===== config.mk =====
export PLATFORM = sky130hd
export DESIGN_NAME = mark_mode_ctrl
export DESIGN_NICKNAME = d
export VERILOG_FILES = /design/src/include/mark_mode_pkg.sv /design/src/verilog/mark_mode_ctrl.sv
export SDC_FILE = /design/constraint.sdc
export NUM_CORES = 1
export LEC_CHECK = 0
export ABC_CLOCK_PERIOD_IN_PS = 6200
export BUFFER_PORTS_ARGS = -buffer_cell sky130_fd_sc_hd__buf_2
export CORE_MARGIN = 4
export CORE_UTILIZATION = 50
export CTS_BUF_LIST = sky130_fd_sc_hd__clkbuf_16
export CTS_CLUSTER_SIZE = 24
export DETAILED_ROUTE_END_ITERATION = 12
export PLACE_DENSITY = 0.83
export RECOVER_POWER = 100
export SETUP_SLACK_MARGIN = 0.4
export SLEW_MARGIN = 5
export SYNTH_ARGS = -nofsm -noshare
export SYNTH_HDL_FRONTEND = slang
export SYNTH_SLANG_ARGS = --single-unit

===== constraint.sdc =====
create_clock -name CORE_CLK -period 6.2 [get_ports CORE_CLK]
set_input_delay 1.24 -clock CORE_CLK [delete_from_list [all_inputs] [get_ports CORE_CLK]]
set_output_delay 1.24 -clock CORE_CLK [all_outputs]
set_load 0.005 [all_outputs]

===== src/include/mark_mode_pkg.sv =====
/*
 Constants, register map and instruction classes of the mark-mode,
 stack and register-bank control of a 4-bit core.
 Assumes a 12-bit data-memory address space with 4-bit registers and
 an instruction decoder outside that hands over one class per request.
*/
// What this block does
// - Stack bank bit 3 selects memory mode
// - Calls push two or three byte frames
// - Absolute call takes three or four cycles
// - Fixed-area call takes two or three cycles
// - Extended branch and call only large mode
// - Four register banks, instruction or register chosen
// - Pair-indirect branches and table reads, sixteen bit
// - Eight-bit stack pointer wraps within bank
// - Stack bank bits 1:0 choose memory bank
// - Stack bank register resets to 1000 binary
// - Status word adds bank-enable and interrupt bits
// - Single-bit moves reach the carry flag
// - Larger instruction set contains the older one
// - Reset wait is 2^15 or 2^17 clocks
// - Vectors load bank enable; zero keeps one bank
package mark_mode_pkg;

    localparam logic [11:0] ADDR_SP_LOW     = 12'hf80;
    localparam logic [11:0] ADDR_SP_HIGH    = 12'hf81;
    localparam logic [11:0] ADDR_BANK_SEL   = 12'hf82;
    localparam logic [11:0] ADDR_STACK_BANK = 12'hf84;
    localparam logic [11:0] ADDR_PSW        = 12'hfb0;

    localparam logic [3:0] STACK_BANK_RESET = 4'h8;
    localparam logic [3:0] BANK_SEL_RESET   = 4'h0;
    localparam logic [7:0] SP_RESET         = 8'h00;

    localparam int MODE_BIT    = 3;
    localparam int PSW_CARRY   = 0;
    localparam int PSW_IST     = 1;
    localparam int PSW_BANK_EN = 3;

    localparam logic [1:0] SMALL_FRAME = 2'h2;
    localparam logic [1:0] LARGE_FRAME = 2'h3;

    localparam logic [2:0] CALL_SMALL_CYCLES  = 3'h3;
    localparam logic [2:0] CALL_LARGE_CYCLES  = 3'h4;
    localparam logic [2:0] FCALL_SMALL_CYCLES = 3'h2;
    localparam logic [2:0] FCALL_LARGE_CYCLES = 3'h3;
    localparam logic [2:0] OTHER_CYCLES       = 3'h1;

    localparam int STAB_SHORT_EXP = 15;
    localparam int STAB_LONG_EXP  = 17;
    localparam int STAB_SHORT_CYCLES = 1 << STAB_SHORT_EXP;
    localparam int STAB_LONG_CYCLES  = 1 << STAB_LONG_EXP;
    localparam int STAB_CNT_W        = STAB_LONG_EXP + 1;

    typedef enum logic [3:0] {
        INS_CALL_ABS,
        INS_CALL_FIXED,
        INS_CALL_EXT,
        INS_BRANCH_EXT,
        INS_RETURN,
        INS_VECTOR,
        INS_RET_INT,
        INS_BANK_SEL,
        INS_BR_GROUP1,
        INS_BR_GROUP2,
        INS_TABLE_GROUP1,
        INS_TABLE_GROUP2,
        INS_BIT_TO_CARRY,
        INS_CARRY_TO_BIT,
        INS_LEGACY
    } instr_t;

endpackage : mark_mode_pkg


===== src/verilog/mark_mode_ctrl.sv =====
/*
 Mark-mode, stack framing, register-bank and status-word control of a
 4-bit core, with its reset-time oscillation wait.
 Assumes a same-clock decoder that presents one classified instruction
 per INSTR_VALID pulse and a datapath that moves the stack bytes.
*/
`timescale 1ns/1ps
module mark_mode_ctrl #(
    parameter logic STAB_LONG         = 1'b1,
    parameter int   STAB_SHORT_CYCLES = mark_mode_pkg::STAB_SHORT_CYCLES,
    parameter int   STAB_LONG_CYCLES  = mark_mode_pkg::STAB_LONG_CYCLES
) (
    input  wire logic        CORE_CLK,
    input  wire logic        RESET,
    input  wire logic [11:0] ADDR,
    input  wire logic [3:0]  WDATA,
    input  wire logic        WR,
    input  wire logic        RD,
    output logic      [3:0]  RDATA,
    input  wire logic        INSTR_VALID,
    input  wire logic [3:0]  INSTR_CODE,
    input  wire logic [1:0]  INSTR_OPERAND,
    input  wire logic [3:0]  REG_B,
    input  wire logic [3:0]  REG_C,
    input  wire logic [3:0]  REG_D,
    input  wire logic [3:0]  REG_E,
    input  wire logic [3:0]  REG_X,
    input  wire logic [3:0]  REG_A,
    input  wire logic        BIT_IN,
    input  wire logic        POP_BANK_EN,
    input  wire logic        VECTOR_BANK_EN,
    output logic             READY,
    output logic             DONE,
    output logic             ILLEGAL,
    output logic      [2:0]  EXEC_CYCLES,
    output logic      [1:0]  FRAME_BYTES,
    output logic      [7:0]  STACK_PTR,
    output logic      [1:0]  STACK_BANK,
    output logic             LARGE_MODE,
    output logic      [1:0]  ACTIVE_BANK,
    output logic      [15:0] JUMP_ADDR,
    output logic             JUMP,
    output logic             TABLE_READ,
    output logic             PUSH_BANK_EN,
    output logic             BIT_OUT,
    output logic             CARRY,
    output logic             INT_STATUS
);

    typedef struct packed {
        logic [3:0]                            stack_bank_reg;
        logic [3:0]                            bank_select_reg;
        logic                                  carry_flag;
        logic                                  bank_enable_bit;
        logic                                  interrupt_status_bit;
        logic [7:0]                            sp;
        logic [mark_mode_pkg::STAB_CNT_W-1:0]  stab_cnt;
        logic                                  ready;
        logic                                  done;
        logic                                  illegal;
        logic [2:0]                            cycles;
        logic [1:0]                            frame;
        logic [15:0]                           target;
        logic                                  jump;
        logic                                  table_read;
        logic                                  push_bank_en;
        logic                                  bit_out;
        logic [3:0]                            rdata;
    } state_t;

    localparam int STAB_CYCLES = STAB_LONG ? STAB_LONG_CYCLES
                                           : STAB_SHORT_CYCLES;
    localparam logic [mark_mode_pkg::STAB_CNT_W-1:0] STAB_LAST =
        mark_mode_pkg::STAB_CNT_W'(STAB_CYCLES - 1);

    localparam state_t RESET_STATE = '{
        stack_bank_reg:       mark_mode_pkg::STACK_BANK_RESET,
        bank_select_reg:      mark_mode_pkg::BANK_SEL_RESET,
        sp:                   mark_mode_pkg::SP_RESET,
        frame:                mark_mode_pkg::SMALL_FRAME,
        cycles:               mark_mode_pkg::OTHER_CYCLES,
        default:              '0
    };

    state_t st;
    state_t next_st;

    // Frame size follows the mode bit at the moment of the call or return
    function automatic logic [1:0] frame_of(input logic small_mode);
        frame_of = small_mode ? mark_mode_pkg::SMALL_FRAME
                              : mark_mode_pkg::LARGE_FRAME;
    endfunction : frame_of

    function automatic logic [15:0] pair_addr(input logic group_two,
                                              input logic [3:0] b,
                                              input logic [3:0] c,
                                              input logic [3:0] d,
                                              input logic [3:0] e,
                                              input logic [3:0] x,
                                              input logic [3:0] a);
        pair_addr = group_two ? {b, c, x, a} : {b, c, d, e};
    endfunction : pair_addr

    logic       small_mode;
    logic       take;
    logic [3:0] psw_view;

    assign small_mode = st.stack_bank_reg[mark_mode_pkg::MODE_BIT];
    assign take       = INSTR_VALID && st.ready;

    always_comb
    begin
        psw_view = 4'h0;
        psw_view[mark_mode_pkg::PSW_CARRY]   = st.carry_flag;
        psw_view[mark_mode_pkg::PSW_IST]     = st.interrupt_status_bit;
        psw_view[mark_mode_pkg::PSW_BANK_EN] = st.bank_enable_bit;
    end

    always_comb
    begin
        next_st            = st;
        next_st.done       = 1'b0;
        next_st.illegal    = 1'b0;
        next_st.jump       = 1'b0;
        next_st.table_read = 1'b0;
        next_st.rdata      = 4'h0;

        if (!st.ready)
        begin
            if (st.stab_cnt == STAB_LAST)
                next_st.ready = 1'b1;
            else
                next_st.stab_cnt = st.stab_cnt + 1'b1;
        end

        if (RD)
        begin
            unique case (ADDR)
                mark_mode_pkg::ADDR_SP_LOW:     next_st.rdata = st.sp[3:0];
                mark_mode_pkg::ADDR_SP_HIGH:    next_st.rdata = st.sp[7:4];
                mark_mode_pkg::ADDR_BANK_SEL:
                    next_st.rdata = st.bank_select_reg;
                mark_mode_pkg::ADDR_STACK_BANK:
                    next_st.rdata = st.stack_bank_reg;
                mark_mode_pkg::ADDR_PSW:        next_st.rdata = psw_view;
                default:                        next_st.rdata = 4'h0;
            endcase
        end

        if (WR)
        begin
            unique case (ADDR)
                mark_mode_pkg::ADDR_SP_LOW:     next_st.sp[3:0] = WDATA;
                mark_mode_pkg::ADDR_SP_HIGH:    next_st.sp[7:4] = WDATA;
                mark_mode_pkg::ADDR_BANK_SEL:
                    next_st.bank_select_reg = WDATA;
                mark_mode_pkg::ADDR_STACK_BANK: next_st.stack_bank_reg = WDATA;
                mark_mode_pkg::ADDR_PSW:
                begin
                    // Interrupt status is hardware-owned and ignores writes
                    next_st.carry_flag = WDATA[mark_mode_pkg::PSW_CARRY];
                    next_st.bank_enable_bit =
                        WDATA[mark_mode_pkg::PSW_BANK_EN];
                end
                default: ;
            endcase
        end

        // Instruction effects come last so they win over a same-cycle write
        if (take)
        begin
            next_st.done   = 1'b1;
            next_st.cycles = mark_mode_pkg::OTHER_CYCLES;
            next_st.frame  = frame_of(small_mode);
            unique case (INSTR_CODE)
                mark_mode_pkg::INS_CALL_ABS,
                mark_mode_pkg::INS_CALL_FIXED,
                mark_mode_pkg::INS_CALL_EXT:
                begin
                    if (INSTR_CODE == mark_mode_pkg::INS_CALL_EXT &&
                        small_mode)
                    begin
                        next_st.illegal = 1'b1;
                        next_st.done    = 1'b0;
                    end
                    else
                    begin
                        if (INSTR_CODE == mark_mode_pkg::INS_CALL_ABS ||
                            INSTR_CODE == mark_mode_pkg::INS_CALL_EXT)
                            next_st.cycles = small_mode ?
                                mark_mode_pkg::CALL_SMALL_CYCLES :
                                mark_mode_pkg::CALL_LARGE_CYCLES;
                        else
                            next_st.cycles = small_mode ?
                                mark_mode_pkg::FCALL_SMALL_CYCLES :
                                mark_mode_pkg::FCALL_LARGE_CYCLES;
                        next_st.sp = st.sp - {6'h00, frame_of(small_mode)};
                        next_st.push_bank_en = st.bank_enable_bit;
                    end
                end
                mark_mode_pkg::INS_BRANCH_EXT:
                begin
                    if (small_mode)
                    begin
                        next_st.illegal = 1'b1;
                        next_st.done    = 1'b0;
                    end
                    else
                    begin
                        next_st.jump   = 1'b1;
                        next_st.target = {REG_B, REG_C, REG_D, REG_E};
                    end
                end
                mark_mode_pkg::INS_RETURN,
                mark_mode_pkg::INS_RET_INT:
                begin
                    next_st.sp = st.sp + {6'h00, frame_of(small_mode)};
                    next_st.bank_enable_bit = POP_BANK_EN;
                    if (INSTR_CODE == mark_mode_pkg::INS_RET_INT)
                        next_st.interrupt_status_bit = 1'b0;
                end
                mark_mode_pkg::INS_VECTOR:
                begin
                    next_st.sp = st.sp - {6'h00, frame_of(small_mode)};
                    next_st.push_bank_en = st.bank_enable_bit;
                    next_st.bank_enable_bit = VECTOR_BANK_EN;
                    next_st.interrupt_status_bit = 1'b1;
                end
                mark_mode_pkg::INS_BANK_SEL:
                    next_st.bank_select_reg = {2'b00, INSTR_OPERAND};
                mark_mode_pkg::INS_BR_GROUP1,
                mark_mode_pkg::INS_BR_GROUP2:
                begin
                    next_st.jump   = 1'b1;
                    next_st.target = pair_addr(
                        INSTR_CODE == mark_mode_pkg::INS_BR_GROUP2,
                        REG_B, REG_C, REG_D, REG_E, REG_X, REG_A);
                end
                mark_mode_pkg::INS_TABLE_GROUP1,
                mark_mode_pkg::INS_TABLE_GROUP2:
                begin
                    next_st.table_read = 1'b1;
                    next_st.target     = pair_addr(
                        INSTR_CODE == mark_mode_pkg::INS_TABLE_GROUP2,
                        REG_B, REG_C, REG_D, REG_E, REG_X, REG_A);
                end
                mark_mode_pkg::INS_BIT_TO_CARRY: next_st.carry_flag = BIT_IN;
                mark_mode_pkg::INS_CARRY_TO_BIT:
                    next_st.bit_out = st.carry_flag;
                mark_mode_pkg::INS_LEGACY: ;
                default:
                begin
                    next_st.illegal = 1'b1;
                    next_st.done    = 1'b0;
                end
            endcase
        end
    end

    always_ff @(posedge CORE_CLK)
    begin
        if (RESET)
            st <= RESET_STATE;
        else
            st <= next_st;
    end

    assign RDATA        = st.rdata;
    assign READY        = st.ready;
    assign DONE         = st.done;
    assign ILLEGAL      = st.illegal;
    assign EXEC_CYCLES  = st.cycles;
    assign FRAME_BYTES  = st.frame;
    assign STACK_PTR    = st.sp;
    assign STACK_BANK   = st.stack_bank_reg[1:0];
    assign LARGE_MODE   = !small_mode;
    assign ACTIVE_BANK  = st.bank_enable_bit ? st.bank_select_reg[1:0]
                                             : 2'b00;
    assign JUMP_ADDR    = st.target;
    assign JUMP         = st.jump;
    assign TABLE_READ   = st.table_read;
    assign PUSH_BANK_EN = st.push_bank_en;
    assign BIT_OUT      = st.bit_out;
    assign CARRY        = st.carry_flag;
    assign INT_STATUS   = st.interrupt_status_bit;

    a_reset_stack_bank: assert property (@(posedge CORE_CLK)
        RESET |=> (st.stack_bank_reg == 4'h8 && LARGE_MODE == 1'b0))
        else $error("stack bank not 1000b after reset");

    a_call_abs_cycles: assert property (@(posedge CORE_CLK)
        disable iff (RESET)
        (take && INSTR_CODE == 4'h0) |=>
        (EXEC_CYCLES == ($past(small_mode) ? 3'h3 : 3'h4)))
        else $error("absolute call cycle count wrong");

    a_call_fix_cycles: assert property (@(posedge CORE_CLK)
        disable iff (RESET)
        (take && INSTR_CODE == 4'h1) |=>
        (EXEC_CYCLES == ($past(small_mode) ? 3'h2 : 3'h3)))
        else $error("fixed-area call cycle count wrong");

    a_call_frame_push: assert property (@(posedge CORE_CLK)
        disable iff (RESET)
        (take && INSTR_CODE == 4'h0 && !WR) |=>
        (STACK_PTR == $past(st.sp) - ($past(small_mode) ? 8'h02 : 8'h03)))
        else $error("call frame size wrong");

    a_ret_frame_pop: assert property (@(posedge CORE_CLK)
        disable iff (RESET)
        (take && INSTR_CODE == 4'h4 && !WR) |=>
        (STACK_PTR == $past(st.sp) + ($past(small_mode) ? 8'h02 : 8'h03)))
        else $error("return frame size wrong");

    a_ext_refused: assert property (@(posedge CORE_CLK)
        disable iff (RESET)
        (take && small_mode &&
         (INSTR_CODE == 4'h2 || INSTR_CODE == 4'h3)) |=>
        (ILLEGAL && !DONE && !JUMP && STACK_PTR == $past(st.sp)))
        else $error("extended instruction ran in small mode");

    a_vector_bank_en: assert property (@(posedge CORE_CLK)
        disable iff (RESET)
        (take && INSTR_CODE == 4'h5) |=>
        (st.bank_enable_bit == $past(VECTOR_BANK_EN) && INT_STATUS))
        else $error("vector did not load bank enable");

    a_pair_target: assert property (@(posedge CORE_CLK)
        disable iff (RESET)
        (take && INSTR_CODE == 4'h9) |=>
        (JUMP && JUMP_ADDR == {$past(REG_B), $past(REG_C),
                               $past(REG_X), $past(REG_A)}))
        else $error("group-two branch address wrong");

    a_carry_move: assert property (@(posedge CORE_CLK)
        disable iff (RESET)
        (take && INSTR_CODE == 4'hc) |=> (CARRY == $past(BIT_IN)))
        else $error("bit move into carry lost");

    a_wait_blocks: assert property (@(posedge CORE_CLK)
        disable iff (RESET)
        (!READY && INSTR_VALID) |=> (!DONE && !ILLEGAL))
        else $error("instruction taken before stabilization");

endmodule : mark_mode_ctrl


---- After elaboration in Yosys (flattened, before gate mapping) ----
Index checks and enable logic that the tools add are counted.
storage, ports and cells
  register bits after elaboration ......... 69
  input port bits ......................... 54
  output and inout port bits .............. 47
  logic and storage cells ................. 103
operators by class
  add/subtract/negate cells ............... 3
  eq/ne operators ......................... 23
  muxes and demuxes ....................... 34
  bitwise logic cells ..................... 4
  reduce and logical (&&, ||, !) cells .... 21
operators with widths
  kind                     count
  $eq A12 B12 Y1 const B   5
  $pmux W16 S3             1
  $mux W8                  4
  $eq A4 B4 Y1 const B     7
  $pmux W8 S3              1
  $pmux W4 S5              1
  $add A18 B1 Y18 const B  1
  $eq A18 B17 Y1 const B   1
  $mux W17                 1
  $eq A4 B3 Y1 const B     4
  $mux W4                  4
  $mux W15                 1
  $mux W3                  4
  $reduce_or A11 Y1        1
  $reduce_or A2 Y1         5
  $reduce_and A3 Y1        3
  $add A8 B2 Y8            1
  $eq A4 B2 Y1 const B     2
  $mux W1                  8
  $mux W2                  4
  $sub A8 B2 Y8            1
  $mux W6                  1
  $ne A2 B2 Y1 const B     3
  $pmux W2 S3              1
  other kinds (12)         20

---- Depth between registers and ports, before layout ----
  word-level depth ........................ 6
  mapped depth ............................ 9
  depth with buffers taken out ............ 8

---- Worst setup path before layout ----
Ideal clock, no wire load.
  path type ............................... input to register
  from .................................... input ADDR[5]
  to ...................................... register st (netlist bit STACK_PTR[7])
  setup time .............................. 0.131 ns
  arrival ................................. 2.702 ns
  required time ........................... 6.069 ns
  slack ................................... 3.367 ns
  stages .................................. 5
  path buffers ............................ 1
  cells stage by stage .................... or4b_4 -> or4_1 -> buf_2 -> mux2i_1 -> o211ai_1
on the way
  cells in the longest elaborated chain, start to end .. 6
ends and longest elaborated chain
  what                  line                   text
  from (decl)           mark_mode_ctrl.sv:15   input wire logic [11:0] ADDR,
  $eq A12 B12 Y1 (*)    mark_mode_ctrl.sv:152  unique case (ADDR)
  $mux W4 (*)           mark_mode_ctrl.sv:152
  $mux W8 (*)           mark_mode_ctrl.sv:150  if (WR)
  $mux W8               mark_mode_ctrl.sv:180  if (INSTR_CODE == mark_mode_pkg::INS_CALL_EXT &&
  $pmux W8 S3           mark_mode_ctrl.sv:175  unique case (INSTR_CODE)
  $mux W15 (*)          mark_mode_ctrl.sv:170  if (take)
  to (signal assigned)  mark_mode_ctrl.sv:265  st <= next_st;
  to (decl)             mark_mode_ctrl.sv:85   state_t st;
Mark *: on every way between the ends. The rest lies on a longest branch, timed or not.
A chain may end at the register's enable or synchronous reset.

---- Worst setup path after layout ----
  from .................................... input RESET
  to ...................................... register st (netlist bit RDATA[3])
on the way
  cells in the longest elaborated chain, start to end .. 1
ends and longest elaborated chain
  what                        line                  text
  from (decl)                 mark_mode_ctrl.sv:14  input wire logic RESET,
  $reduce_or A2 Y1 (no line)  --
No other way between the ends.

==> parameters.txt <==
Parameter                              Value

STA
  Max Clock Freq ... 0.245 GHz
  Transition time of the tightest slew-check pin ... 2.41 ns
  Normalized max-slew margin ... -60.3%
  Post-layout minimum cycle time ... 4.09 ns
  Final period util ... 65.9%
  Number of hold violations in the final report ... 0
  Max-slew violation count ... 57
  Final clock skew ... 0.00752 ns
  Setup repair after global routing missed its margin ... no
  Total of endpoints with negative setup slack in the final report ... 0
  Summed negative setup slack over all endpoints ... 0 ns

Power and ir drop
  Total Power ... 0.993 mW
  Maximum resistive drop on vdd ... 159 µV
  Power density over the cells ... 219 nW/µm²
  Lkg Pwr ... 1.78 nW

Final layout
  Final core occ ... 58.5%
  Count of nets after finishing ... 594
  Total of fill cells in the finished design ... 700
  Fraction of final layout cells sized beyond drive strength 1 ... 19.0%
  Finished Layout Cells ... 640
  Area Growth Syn to Fin ... 13.0%

Placed design
  Number of input and output port buffers inserted ... 99
  Cell Count Post-Placement ... 624
  Detailed Place HPWL ... 7.94 mm
  Routability Congestion ... 0.904

Die
  Die Y-Extent ... 97.7 µm
  Number of placement rows ... 32
  Horizontal die dimension ... 97.7 µm
  Boundary Pins ... 101
  Die area ... 9540 µm²
  Floorplan core area ... 7770 µm²
  Starting density of the core ... 51.8%

Synth
  Netlist cell types ... 62
  Per-instance average area after synthesis ... 8.31 µm²
  Multiplexer area fraction after synthesis ... 5.85%
  Area share of and/or/nand/nor cells after synthesis ... 27.2%
  Proportion of register bits with asynchronous set or reset after synthesis ... 0%
  Netlist area before placement ... 4020 µm²
  Cells taking the most area after synthesis ... sky130_fd_sc_hd__dfxtp_1 (34%), sky130_fd_sc_hd__buf_4 (6.5%), sky130_fd_sc_hd__mux2i_1 (4.7%), sky130_fd_sc_hd__a21oi_1 (4.2%), sky130_fd_sc_hd__nand3_1 (3.6%)
  Yosys top cell by area ... sky130_fd_sc_hd__dfxtp_1
  Sequential area share after synthesis ... 33.9%
  Main combinational cell family by area after synthesis ... simple AND/OR/NAND/NOR gates
  Leading cell types by count after synthesis ... sky130_fd_sc_hd__dfxtp_1 (68), sky130_fd_sc_hd__buf_4 (35), sky130_fd_sc_hd__nor2_1 (35), sky130_fd_sc_hd__a21oi_1 (34), sky130_fd_sc_hd__nand3_1 (29)
  Flip-flop cell with the highest count after synthesis ... sky130_fd_sc_hd__dfxtp_1
  Synthesized instance count ... 484
  Number of synthesized register bits ... 68
  Post-Synthesis Net Count ... 545
  Area fraction of the dominant cell type after synthesis ... 33.9%
  Yosys warning total ... 0
  Arithmetic-cell share of the synthesized area counting full adders, half adders and majority gates ... 2.18%
  Compound-cell area share of the yosys netlist ... 20.2%
  Post-synthesis xor/xnor area fraction ... 0%
  Most frequent cell after synthesis ... sky130_fd_sc_hd__dfxtp_1
  Number of enable-type register cells in the synthesized netlist ... 0

GRT
  Pin count of the biggest net entering global routing ... 57
  Antenna violations before repair ... 1
  Total congestion overflow ... 0
  Wire length of the first global-routing pass ... 17.8 mm
  Overall fraction of global-route tracks in use ... 22.5%
  Vias in the first global route ... 3790

Route
  Initial DRT Pass Iterations ... 5
  Residual DRC count ... 0
  Routed length per placed instance ... 17.1 µm
  Routed wire length ... 10.9 mm
  Routed vias/inst ... 6.18
  Count of nets left with antenna violations after detail routing ... 0
  Via count of the routed design ... 3954
  Starting DRC count in detailed routing ... 329

Hold path
  Number of cells on the worst hold path ... 2
  Hold-critical path endpoint ... JUMP_ADDR[14]$_SDFFE_PP0P_
  HP Start ... JUMP_ADDR[14]$_SDFFE_PP0P_
  Hold Path Class ... reg -> reg

Run status
  Outcome ... finished with violations
  Failing checks ... capacitance limit, slew limit

Critical path
  Data required time at the worst endpoint ... 6.39 ns
  Category of the most critical setup path ... in -> reg
  Worst r2r dst ... STACK_PTR[6]$_SDFF_PP0_
  Critical path peak fanout ... 56
  Largest stage delay on the critical path ... 1.70 ns
  Worst reg2reg startpoint ... small_mode$_SDFFE_PP1P_
  Worst Path Buf+Inv ... 3
  Cell-by-cell trace of the critical path ... buf_2 > clkbuf_1 > inv_1 > nand3_1 > a211oi_1
  Logic depth of the worst register-to-register path ... 8
  Setup slack of the most critical reg-to-reg path ... 3.79 ns
  Type of element launching the critical path ... input pin
  Kind of cell adding the most delay to the critical path ... buffers and inverters
  Arrival time worst endpoint ... 4.28 ns
  Category of the worst setup path capture point ... register
  Critical-path cell with the highest stage delay ... sky130_fd_sc_hd__clkbuf_1

Clocking
  H-tree level count ... 3
  Number of buffers created by CTS ... 9
  Post-CTS setup-driven buffer insertion count ... 0
  Clock tree from TritonCTS ... built
  Clock Root Buffer ... sky130_fd_sc_hd__clkbuf_16
  Clock transition at the registers of the reported paths ... 0.06 ns
  # resized after CTS ... 0
  Post-CTS Hold Buffers ... 0
  Number of buffers on the longest clock path ... 2
  Latest clock arrival within the worst-skew pair ... 0.32 ns
  Number of sinks driven by the clock tree ... 68

Run
  Max cap viols ... 1
==> final cells by class <==
type | count | area (µm²) | share of cell area (%)
clock inverters | 6 | 57.6 | 1.27
flip-flops and latches | 68 | 1360 | 30.0
well taps | 102 | 128 | 2.81
repair buffers | 100 | 472 | 10.4
diodes | 1 | 2.50 | 0.0551
inverters | 16 | 60.1 | 1.32
clock buffers | 9 | 225 | 4.96
multi-input cells | 338 | 2240 | 49.3
==> per-stage QoR <==
step	setup slack (ns)	hold WS [ns]	area, µm²
finish	2.11	0.454	4540
global route	1.87	0.481	4540
CTS	3.26	0.456	4570
detailed placement	2.94	0.448	4290
global placement	3.06	0.436	4290
floorplan	3.37	0.432	4020
==> logic make-up (layout without fill, tap and decap cells) <==
family | Yosys count | after routing
other | 1 | 2
multiplexers | 23 | 23
buffers and inverters | 78 | 131
flip-flops | 68 | 68
AO/OA/AOI/OAI | 120 | 120
AND/OR/NAND/NOR | 187 | 187
adder cells (fa/ha/maj) | 7 | 7
==> registers in the layout, summed over array words and instances (netlist names) <==
| register | cells |
|---|---|
| EXEC_CYCLES | 3 |
| psw_view | 1 |
| PUSH_BANK_EN | 1 |
| CARRY | 1 |
| small_mode | 1 |
| READY | 1 |
| FRAME_BYTES | 1 |
| DONE | 1 |
| TABLE_READ | 1 |
| INT_STATUS | 1 |
| st | 23 |
| JUMP | 1 |
| RDATA | 4 |
| STACK_BANK | 2 |
| STACK_PTR | 8 |
| ILLEGAL | 1 |
| BIT_OUT | 1 |
| JUMP_ADDR | 16 |
==> report_power, final <==
group,internal [mW],switching [mW]
clock network,0.306,0.182
registers,0.439,0.00207
logic,0.0243,0.0404
total,0.769,0.224
==> worst min-delay path: stages (launching register included) <==
cell,delay (ns)
sky130_fd_sc_hd__dfxtp_1,0.30
sky130_fd_sc_hd__nand2_1,0.05
sky130_fd_sc_hd__a21oi_1,0.05
==> routing by layer <==
metal  share of wire (%)  vias up  global-route usage, %
met4                 3.2        0                   9.27
met3                 7.4       39                   7.18
li1                    -     1891                      -
met5                   0        -                      0
met2                  49      174                   37.5
met1                  40     1850                   26.6
==> how the worst max path moves through the flow <==
stage                                    endpoint           from  depth (start not counted)  slack (ns)
after floorplan           STACK_PTR[7]$_SDFF_PP0_        ADDR[5]                          5        3.37
after global placement    STACK_PTR[5]$_SDFF_PP0_  INSTR_CODE[0]                          5        3.06
after detailed placement  STACK_PTR[5]$_SDFF_PP0_  INSTR_CODE[0]                          5        2.94
after CTS                 STACK_PTR[5]$_SDFF_PP0_  INSTR_CODE[0]                          5        3.26
after global routing          RDATA[3]$_SDFF_PP0_          RESET                          5        1.87
final                         RDATA[3]$_SDFF_PP0_          RESET                          5        2.11
==> cell usage in the layout, fill, tap and decap left out, drive strengths merged, types with 10 or more instances in the layout <==
master  instances
o21ai          22
buf            79
a221oi         13
nor2b          10
dfxtp          68
nand3          29
a21oi          34
mux2i          19
inv            17
nor3           16
nand2          23
clkbuf         30
nor2           35
nor4           10
(Power assumes the default switching activity.)
